File: config.mk
export PLATFORM = sky130hd
export DESIGN_NAME = hsr_status
export DESIGN_NICKNAME = d
export VERILOG_FILES = /design/src/hsr_pkg.sv /design/src/hsr_window.sv /design/src/hsr_status.sv
export SDC_FILE = /design/constraint.sdc
export NUM_CORES = 1
export LEC_CHECK = 0
export BUFFER_PORTS_ARGS = -buffer_cell sky130_fd_sc_hd__buf_2
export CORE_MARGIN = 2
export CORE_UTILIZATION = 39
export CTS_BUF_LIST = sky130_fd_sc_hd__clkbuf_8
export DETAILED_ROUTE_END_ITERATION = 8
export PLACE_DENSITY = 0.95
export SLEW_MARGIN = 20
export SYNTH_ARGS = -nofsm -noshare
export SYNTH_HDL_FRONTEND = slang
export SYNTH_SLANG_ARGS = --single-unit
File: constraint.sdc
create_clock -name clk -period 3.75 [get_ports clk]
set_input_delay 0.75 -clock clk [delete_from_list [all_inputs] [get_ports clk]]
set_output_delay 0.75 -clock clk [all_outputs]
set_load 0.1 [all_outputs]
File: src/hsr_pkg.sv
// hsr_pkg: register indices, indicator codes and analog window limits
// for the health status block. assumes measured values arrive already
// scaled to the integer units named beside each limit.
package hsr_pkg;

  // ---------------------------------------------------------------
  // register map (word index on the register port)
  // ---------------------------------------------------------------
  localparam logic [15:0] HSR_REG_FAULT_WORD = 16'h0007; // subsystem_fault_word
  localparam logic [15:0] HSR_REG_BLINK_CODE = 16'h0009; // health_blink_code
  localparam logic [15:0] HSR_RESET_WORD     = 16'h0000;

  // ---------------------------------------------------------------
  // fault word bit positions
  // ---------------------------------------------------------------
  localparam int HSR_BIT_POS_COMM    = 0;
  localparam int HSR_BIT_CHARGE_COMM = 1;
  localparam int HSR_BIT_MOTOR_COMM  = 2;
  localparam int HSR_BIT_OUTSIDE_WIN = 3;

  // ---------------------------------------------------------------
  // indicator codes: red n = n, yellow n = 16*n
  // ---------------------------------------------------------------
  localparam logic [15:0] HSR_CODE_HEALTHY   = 16'h0000;
  localparam logic [15:0] HSR_CODE_ACQUIRING = 16'h0100;
  localparam logic [15:0] HSR_YELLOW_WEIGHT  = 16'h0010;

  // ---------------------------------------------------------------
  // analog limits; volts and amps in tenths, temperature in deg F
  // ---------------------------------------------------------------
  localparam logic [15:0] HSR_VBAT_LO      = 16'h0072; // 11.4 V
  localparam logic [15:0] HSR_VBAT_HI      = 16'h00AF; // 17.5 V
  localparam logic [15:0] HSR_VBAT_WARN    = 16'h0079; // 12.1 V
  localparam logic [15:0] HSR_IMOT_JAM     = 16'h002D; // 4.5 A
  localparam logic [15:0] HSR_IMOT_WARN    = 16'h0023; // 3.5 A
  localparam logic [15:0] HSR_V36_LO       = 16'h014A; // 33.0 V
  localparam logic [15:0] HSR_V36_HI       = 16'h0186; // 39.0 V
  localparam logic [15:0] HSR_V5_LO        = 16'h002D; // 4.5 V
  localparam logic [15:0] HSR_V5_HI        = 16'h0037; // 5.5 V
  localparam logic [15:0] HSR_TEMP_LO      = 16'h0000; // 0 F, signed
  localparam logic [15:0] HSR_TEMP_HI      = 16'h00B0; // 176 F

  // priority-10 levels plus healthy
  typedef enum logic [3:0] {
    HSR_LVL_NONE, HSR_LVL_BAT, HSR_LVL_JAM, HSR_LVL_V36, HSR_LVL_MCOMM, HSR_LVL_CCOMM,
    HSR_LVL_IWARN, HSR_LVL_BWARN, HSR_LVL_TEMP, HSR_LVL_V5, HSR_LVL_PCOMM
  } hsr_level_t;

endpackage : hsr_pkg

File: src/hsr_window.sv
// hsr_window: compares one measured value against a low and high limit.
// assumes value and limits share the same scaling and signedness.
`timescale 1ns/1ps
module hsr_window
  import hsr_pkg::*;
(
  // measurement and limits
  input  wire logic [15:0] value,
  input  wire logic [15:0] lo_lim,
  input  wire logic [15:0] hi_lim,
  input  wire logic        is_signed,
  // comparison results
  output logic             below,
  output logic             above
);

  // ---------------------------------------------------------------
  // comparison
  // ---------------------------------------------------------------
  // signed mode lets a temperature below zero count as low
  always_comb begin
    if (is_signed) begin
      below = $signed(value) < $signed(lo_lim);
      above = $signed(value) > $signed(hi_lim);
    end else begin
      below = value < lo_lim;
      above = value > hi_lim;
    end
  end

endmodule : hsr_window

File: src/hsr_status.sv
// hsr_status: subsystem fault word and health blink code, read by an
// outside supervisory master at register indices 7 and 9.
// assumes measurements and comm-loss levels come from logic on clk;
// upd pulses once per monitoring update with those inputs valid.
//
// Notes on behaviour
// - status word at address 7; zero when all healthy
// - bit0 positioning comm loss, bit1 charge comm, bit2 motor comm
// - bit3 set while battery, 36 V, 5 V supply or temperature is outside its window
// - bits independent; word is sum of weights, at most 15
// - blink code at address 9 shows only the best-priority condition
// - level 1: red five when battery below 11.4 V or above 17.5 V
// - level 2: jam recovery, red once, current over 4.5 A or motor error
// - level 3: red twice when 36 V supply outside 33.0 to 39.0 V
// - 36 V and motor comm blink codes hidden while aux output off; fault word bits still set
// - level 4: red three times when motor controller comm fails
// - level 5: red four times when charge controller comm fails
// - level 6: yellow once when motor current over 3.5 A
// - level 7: yellow twice when battery below 12.1 V
// - level 8: yellow three times when temperature below 0 F or above 176 F
// - level 9: yellow four times when 5 V supply outside 4.5 to 5.5 V
// - level 10: yellow five times when positioning comm fails
// - code: healthy 0, red n is n, yellow n is 16n, acquiring 256
`timescale 1ns/1ps
module hsr_status
  import hsr_pkg::*;
(
  // clock and reset
  input  wire logic        clk,
  input  wire logic        rst_n,
  // monitoring update strobe
  input  wire logic        upd,
  // measured quantities
  input  wire logic [15:0] vbat,
  input  wire logic [15:0] v36,
  input  wire logic [15:0] v5,
  input  wire logic [15:0] imot,
  input  wire logic [15:0] temp,
  // subsystem conditions
  input  wire logic        pos_comm_lost,
  input  wire logic        charge_comm_lost,
  input  wire logic        motor_comm_lost,
  input  wire logic        motor_err,
  input  wire logic        aux_off,
  input  wire logic        pos_acquiring,
  // register read port
  input  wire logic [15:0] rd_addr,
  output logic [15:0]      rd_data,
  // direct views
  output logic             jam_recovery,
  output logic [15:0]      fault_word,
  output logic [15:0]      blink_code
);

  // ---------------------------------------------------------------
  // window comparators
  // ---------------------------------------------------------------
  logic bat_lo, bat_hi, v36_lo, v36_hi, v5_lo, v5_hi, t_lo, t_hi;
  logic jam_hi, warn_hi, bwarn_lo;

  hsr_window u_bat  (.value(vbat), .lo_lim(HSR_VBAT_LO), .hi_lim(HSR_VBAT_HI),
                     .is_signed(1'b0), .below(bat_lo), .above(bat_hi));
  hsr_window u_v36  (.value(v36), .lo_lim(HSR_V36_LO), .hi_lim(HSR_V36_HI),
                     .is_signed(1'b0), .below(v36_lo), .above(v36_hi));
  hsr_window u_v5   (.value(v5), .lo_lim(HSR_V5_LO), .hi_lim(HSR_V5_HI),
                     .is_signed(1'b0), .below(v5_lo), .above(v5_hi));
  hsr_window u_temp (.value(temp), .lo_lim(HSR_TEMP_LO), .hi_lim(HSR_TEMP_HI),
                     .is_signed(1'b1), .below(t_lo), .above(t_hi));
  hsr_window u_jam  (.value(imot), .lo_lim(HSR_IMOT_WARN), .hi_lim(HSR_IMOT_JAM),
                     .is_signed(1'b0), .below(), .above(jam_hi));
  hsr_window u_warn (.value(imot), .lo_lim(HSR_IMOT_WARN), .hi_lim(HSR_IMOT_WARN),
                     .is_signed(1'b0), .below(), .above(warn_hi));
  hsr_window u_bw   (.value(vbat), .lo_lim(HSR_VBAT_WARN), .hi_lim(HSR_VBAT_HI),
                     .is_signed(1'b0), .below(bwarn_lo), .above());

  // ---------------------------------------------------------------
  // condition decode
  // ---------------------------------------------------------------
  logic c_bat, c_jam, c_v36, c_mcomm, c_ccomm, c_iwarn, c_bwarn, c_temp, c_v5;
  logic any_outside;

  // aux output off hides the 36 V and motor comm conditions from the blink code
  assign c_bat   = bat_lo | bat_hi;
  assign c_jam   = jam_hi | motor_err;
  assign c_v36   = (v36_lo | v36_hi) & ~aux_off;
  assign c_mcomm = motor_comm_lost & ~aux_off;
  assign c_ccomm = charge_comm_lost;
  assign c_iwarn = warn_hi;
  assign c_bwarn = bwarn_lo;
  assign c_temp  = t_lo | t_hi;
  assign c_v5    = v5_lo | v5_hi;
  // analog fault bit covers the battery, 36 V, 5 V and temperature windows, unmasked
  assign any_outside = bat_lo | bat_hi | v36_lo | v36_hi | v5_lo | v5_hi
                     | t_lo | t_hi;

  // ---------------------------------------------------------------
  // priority select
  // ---------------------------------------------------------------
  hsr_level_t lvl;

  // first true term wins; level 1 outranks level 10
  always_comb begin
    if (c_bat) begin
      lvl = HSR_LVL_BAT;
    end else if (c_jam) begin
      lvl = HSR_LVL_JAM;
    end else if (c_v36) begin
      lvl = HSR_LVL_V36;
    end else if (c_mcomm) begin
      lvl = HSR_LVL_MCOMM;
    end else if (c_ccomm) begin
      lvl = HSR_LVL_CCOMM;
    end else if (c_iwarn) begin
      lvl = HSR_LVL_IWARN;
    end else if (c_bwarn) begin
      lvl = HSR_LVL_BWARN;
    end else if (c_temp) begin
      lvl = HSR_LVL_TEMP;
    end else if (c_v5) begin
      lvl = HSR_LVL_V5;
    end else if (pos_comm_lost) begin
      lvl = HSR_LVL_PCOMM;
    end else begin
      lvl = HSR_LVL_NONE;
    end
  end

  // ---------------------------------------------------------------
  // code encode
  // ---------------------------------------------------------------
  logic [15:0] code_d;
  logic [15:0] word_d;

  // red n reads n, yellow n reads 16n
  always_comb begin
    case (lvl)
      HSR_LVL_BAT:   code_d = 16'h0005;
      HSR_LVL_JAM:   code_d = 16'h0001;
      HSR_LVL_V36:   code_d = 16'h0002;
      HSR_LVL_MCOMM: code_d = 16'h0003;
      HSR_LVL_CCOMM: code_d = 16'h0004;
      HSR_LVL_IWARN: code_d = HSR_YELLOW_WEIGHT;
      HSR_LVL_BWARN: code_d = 16'h0020;
      HSR_LVL_TEMP:  code_d = 16'h0030;
      HSR_LVL_V5:    code_d = 16'h0040;
      HSR_LVL_PCOMM: code_d = 16'h0050;
      default:       code_d = pos_acquiring ? HSR_CODE_ACQUIRING : HSR_CODE_HEALTHY;
    endcase
  end

  // independent bits, so the word is the sum of their weights
  always_comb begin
    word_d                      = HSR_RESET_WORD;
    word_d[HSR_BIT_POS_COMM]    = pos_comm_lost;
    word_d[HSR_BIT_CHARGE_COMM] = charge_comm_lost;
    word_d[HSR_BIT_MOTOR_COMM]  = motor_comm_lost;
    word_d[HSR_BIT_OUTSIDE_WIN] = any_outside;
  end

  // ---------------------------------------------------------------
  // state registers
  // ---------------------------------------------------------------
  logic [15:0] word_q, code_q;
  logic        jam_q;

  // whole snapshot reloads each update, so cleared faults drop out
  always_ff @(posedge clk) begin
    if (!rst_n) begin
      word_q <= HSR_RESET_WORD;
      code_q <= HSR_CODE_HEALTHY;
      jam_q  <= 1'b0;
    end else if (upd) begin
      word_q <= word_d;
      code_q <= code_d;
      jam_q  <= (lvl == HSR_LVL_JAM);
    end
  end

  // read data registered; unmapped indices read zero
  logic [15:0] rd_q;
  always_ff @(posedge clk) begin
    if (!rst_n) begin
      rd_q <= HSR_RESET_WORD;
    end else if (rd_addr == HSR_REG_FAULT_WORD) begin
      rd_q <= word_q;
    end else if (rd_addr == HSR_REG_BLINK_CODE) begin
      rd_q <= code_q;
    end else begin
      rd_q <= HSR_RESET_WORD;
    end
  end

  assign rd_data      = rd_q;
  assign fault_word   = word_q;
  assign blink_code   = code_q;
  assign jam_recovery = jam_q;
endmodule : hsr_status

=== Word level (Yosys, flattened, before mapping) ===
Cells that the tools add are included.
Widths: inputs -> output; s select.

* Mux-type cells: 14
* Bitwise logic cells: 16
* Shifts and indexed selects: 0
* Multipliers: 0
* Equal/unequal tests: 12
* $add $sub $neg: 0
* Reductions and logical operators: 1
* Divide/modulo/power cells: 0
* $lt $le $gt $ge: 11

{| class="wikitable"
|+ Operators by type and width
! operator !! number
|-
| $pmux 9 s10 || 1
|-
| $gt 16x6->1 const B || 3
|-
| $mux 4 || 12
|-
| $gt 16x9->1 const B || 2
|-
| $lt 16x7->1 const B || 2
|-
| $eq 16x3->1 const B || 1
|-
| $eq 16x4->1 const B || 1
|-
| $eq 4x3->1 const B || 4
|-
| $gt 16x8->1 const B || 1
|-
| $lt 16x1->1 const B || 1
|-
| $lt 16x6->1 const B || 1
|-
| $lt 16x9->1 const B || 1
|-
| $eq 4x4->1 const B || 3
|-
| $or 1x1->1 || 11
|-
| $mux 9 || 1
|-
| $eq 4x2->1 const B || 2
|-
| $eq 4x1->1 const B || 1
|-
| $not 1->1 || 3
|-
| $reduce_or 3->1 || 1
|-
| $and 1x1->1 || 2
|}

* Bits in read-only memories: 0
* Bits in writable memories: 0
* Memories: 0
* Bits in registers: 23
* Latch bits: 0

=== Depth between registers and ports, before layout ===
* Depth after elaboration: 13
* Depth in mapped cells: 7
* Mapped depth without buffers: 7

=== Modules after synthesis ===
Synthesis repeated with hierarchy kept, for this count alone.

* Cells, all modules: 931
* Area total of the unflattened synthesis: 6874.1 um^2

{| class="wikitable"
|+ Modules (own cells, without submodules)
! module !! instances !! area an instance (um^2) !! cells an instance
|-
| hsr_window || 7 || 817.0 || 114
|-
| hsr_status || 1 || 1154.9 || 133
|}

=== Least setup slack after synthesis ===
No wires, ideal clock.

* Path kind: in2reg
* From: input port imot[8]
* To: register code_q[2] (netlist: blink_code[2])
* Required time: 3.631 ns
* Data arrival time: 2.309 ns
* Path slack: 1.322 ns
* Stages: 6
* Cell sequence: nor4_4 nand3_2 nor4b_4 o21ai_2 or4_4 a32o_1

* Cells in the longest elaborated chain, start to end: 9
* Elaborated cells on any way between the ends: 20
* Classes of those cells: order compare: 2; eq/ne: 10; mux: 7; bitwise: 1

{| class="wikitable"
|+ Ends and longest elaborated chain
! element !! line !! source
|-
| start, declared || hsr_status.sv:37 || <nowiki>input wire logic [15:0] imot,</nowiki>
|-
| $gt 16x6->1 || hsr_window.sv:27 || <nowiki>above = value > hi_lim;</nowiki>
|-
| $mux 4 || hsr_status.sv:113 || <nowiki>end else if (c_iwarn) begin</nowiki>
|-
| $mux 4 || hsr_status.sv:111 || <nowiki>end else if (c_ccomm) begin</nowiki>
|-
| $mux 4 || hsr_status.sv:109 || <nowiki>end else if (c_mcomm) begin</nowiki>
|-
| $mux 4 || hsr_status.sv:107 || <nowiki>end else if (c_v36) begin</nowiki>
|-
| $mux 4 * || hsr_status.sv:105 || <nowiki>end else if (c_jam) begin</nowiki>
|-
| $mux 4 * || hsr_status.sv:103 || <nowiki>if (c_bat) begin</nowiki>
|-
| $eq 4x4->1, or another cell as far along || hsr_status.sv:136 || <nowiki>case (lvl)</nowiki>
|-
| $pmux 9 s10 * || hsr_status.sv:136 ||
|-
| end signal, assigned || hsr_status.sv:174 || <nowiki>code_q <= code_d;</nowiki>
|-
| end, declared || hsr_status.sv:163 || <nowiki>logic [15:0] word_q, code_q;</nowiki>
|}

Mark *: on every way between the ends. The rest lies on a longest branch, timed or not.
A chain may end at the register's enable or synchronous reset.

=== Worst setup path after layout ===
* From: input port imot[14]
* To: register code_q[2] (netlist: blink_code[2])

The elaborated chain is that of the path after synthesis.

==> impl_metrics.json <==
{
  "status": "finished clean",
  "cts_num_sinks": 20,
  "met3_usage_pct": 1.884,
  "postCtsSetupRepairBufs": 0,
  "yosys.area_share.simple_pct": 35.19,
  "max_freq_mhz": 412.5,
  "core.rowCount": 22,
  "synth_xor_area_share_pct": 0.5993,
  "drive_above_1_share_pct": 45.15,
  "hold_viol_final": 0,
  "path_max_fanout": 3,
  "netlist_instances": 175,
  "hold_buffers": 0,
  "die_height_microns": 65.22,
  "antenna_found_initial": 0,
  "first_iter_violations": 83,
  "synth_top_area_cell": "dfxtp_1",
  "io_pins": 154,
  "vias": 1703,
  "grt_max_degree": 12,
  "synth.area.mux_share_pct": 2.740,
  "setup_violations": 0,
  "p_per_area_nw_per_um2": 296.3,
  "track_usage_pct": 16.98,
  "final.setup.tns_ps": 0,
  "synth.top_cells.by_area": "dfxtp_1 (27%), buf_4 (15%), and2_1 (3.4%)",
  "core_area_sq_um": 3633,
  "synth_top_area_share_pct": 27.40,
  "yosys_warnings": 0,
  "ys_seq_area_share_pct": 27.40,
  "post_cts_resized": 0,
  "cts_root_buffer": "clkbuf_8",
  "pwr-share-comb_pct": 42.1,
  "htreeDepth": 1,
  "worst_pin_slew_ps": 975.0,
  "slew_headroom_pct": 34.08,
  "synth_fa_ha_area_share_pct": 0,
  "via_per_inst": 4.908,
  "seq_power_share_pct": 36.1,
  "synth-compound-area-share_pct": 17.64,
  "power_mw": 0.6109,
  "critPathTopFamily": "simple AND/OR/NAND/NOR gates",
  "p_switching_mw": 0.2651,
  "ir_worst_vdd_uv": 203.3,
  "cts_tree": "done",
  "syn2layout_area_growth_pct": 41.10,
  "finClkSkew_ps": 4.099,
  "worstSetupStartpointType": "input port",
  "fin_crit_sh_pct": 64.65,
  "grt_pass1_wl_microns": 5768,
  "ys_seq_elements": 20,
  "grt_use_met2_pct": 33.29,
  "wl_per_cell_microns": 10.72,
  "globalRouteMet1Util_pct": 18.21,
  "final_cell_mix": "buf_2 (123), conb_1 (29), dfxtp_1 (20)",
  "path_class": "in2reg",
  "fin_crit_ps": 2424,
  "cp.buffers_inverters": 1,
  "slowest_delay_ps": 500,
  "grt_pass1_vias": 1438,
  "route.detailed.drc": 0,
  "syn_area_sq_um": 1461,
  "die_w_microns": 65.22,
  "p_clk_share_pct": 21.9,
  "routabilityCongestion": 0.8225,
  "die-area_sq_um": 4253,
  "synth-edff-count": 0,
  "power_switching_share_pct": 43.40,
  "cp_slowest_cell": "or4_4",
  "path_clk_slew_ps": 60,
  "end_kind": "flop",
  "final_nets": 406,
  "rsz0062_at_grt": "false",
  "path_cells": "buf_2 -> nor4_4 -> nand3_2 -> nor4b_4 -> o21ai_2 -> or4_4 -> a32o_1",
  "drv_cap": 0,
  "overflow": 0,
  "holdWs_ps": 466.2,
  "final_common_cell": "buf_2",
  "power.internal_mw": 0.3458,
  "io_buffers": 123,
  "cts_max_path_buffers": 2,
  "cp.required_ps": 3890,
  "ys.flop_type": "dfxtp_1",
  "fill_cells": 346,
  "multi_input_area_sq_um": 929.6,
  "worstPathArrival_ps": 2570,
  "min_path_type": "reg2reg",
  "initial_core_util_pct": 40.22,
  "wl_microns": 3720,
  "clock_latency_ps": 250,
  "dpl.hpwl_microns": 3378,
  "drt_pass1_iterations": 4,
  "seq_area_sq_um": 400.4,
  "stdcell_area_sq_um": 2062,
  "cts_buffers": 3,
  "synthArstFlopShare_pct": 0,
  "top_usage_layer": "met2",
  "antenna_left": 0,
  "leakage_nw": 1.051,
  "num_antenna_cells": 0,
  "syn_avg_cell_area_sq_um": 8.351,
  "dpl-instance-area_sq_um": 2021,
  "synth_cell_types": 43,
  "synth_top_family_by_area": "simple AND/OR/NAND/NOR gates",
  "slew_violations": 0
}
-- registers in the layout, summed over array words and instances (netlist names) --
name	flops
blink_code	7
fault_word	4
jam_recovery	1
rd_data	8
-- tightest hold or removal path: stages, from the launching register on --
cell     delay (ps)
dfxtp_1         320
nand2_1          50
o21ai_1          50
-- final timing paths --
path / from / end / slack, ps / depth (start not counted)
max: imot[14] / blink_code[2] / 1330 / 7
min: blink_code[5] / blink_code[5] / 470 / 2
max reg2reg: blink_code[0] / blink_code[0] / 3080 / 2
min reg2reg: blink_code[5] / blink_code[5] / 470 / 2
-- synthesized netlist by cell type (all sizes together), types with 2 or more instances --
master,number
a21oi,4
inv,4
o41ai,2
a31oi,3
nand4,3
a22o,3
mux2i,4
a32o,2
nor2,10
o31ai,3
and2,8
o2111ai,2
nor4b,5
buf,29
or3,2
nand2,12
nor3,4
nand2b,6
a211oi,2
nor2b,7
nand3,4
o211ai,2
dfxtp,20
and3,3
o21ai,9
nor4,11
-- per-stage QoR --
stage	util, %	worst slack, ps	std cells
finish	56.75	1326	347
global route	56.75	1179	347
CTS	56.75	1317	347
detailed placement	55.61	1071	344
global placement	55.61	1097	344
floorplan	-	1322	203
-- power by group through the flow --
stage / registers, mW / clock network, mW / logic (mW)
5_1_grt: 0.221 / 0.144 / 0.271
4_1_cts: 0.220 / 0.136 / 0.257
3_5_place_dp: 0.225 / 0 / 0.257
3_3_place_gp: 0.225 / 0 / 0.254
6_report: 0.220 / 0.134 / 0.257
2_1_floorplan: 0.255 / 0 / 0.180
-- cell type report --
cell class              instances  share of cell area [%]
multi-input cells             149                   45.08
flip-flops and latches         20                   19.42
well taps                      48                   2.913
inverters                       4                  0.7282
repair buffers                123                   29.85
clock buffers                   3                   2.002
-- routing by layer --
metal	routed length (microns)	part of all wire [%]
met1	1345	36
met2	1980	53
met3	336	9.0
met4	57	1.5
met5	0	0
-- logic make-up (layout without fill, tap and decap cells) --
family | count (synthesis) | count (layout)
compound gates | 36 | 36
xor+xnor | 1 | 1
buf+inv | 34 | 130
flops | 20 | 20
mux | 4 | 4
other cells | 1 | 29
simple gates | 79 | 79
No activity file was read; power rests on OpenSTA's default activity.
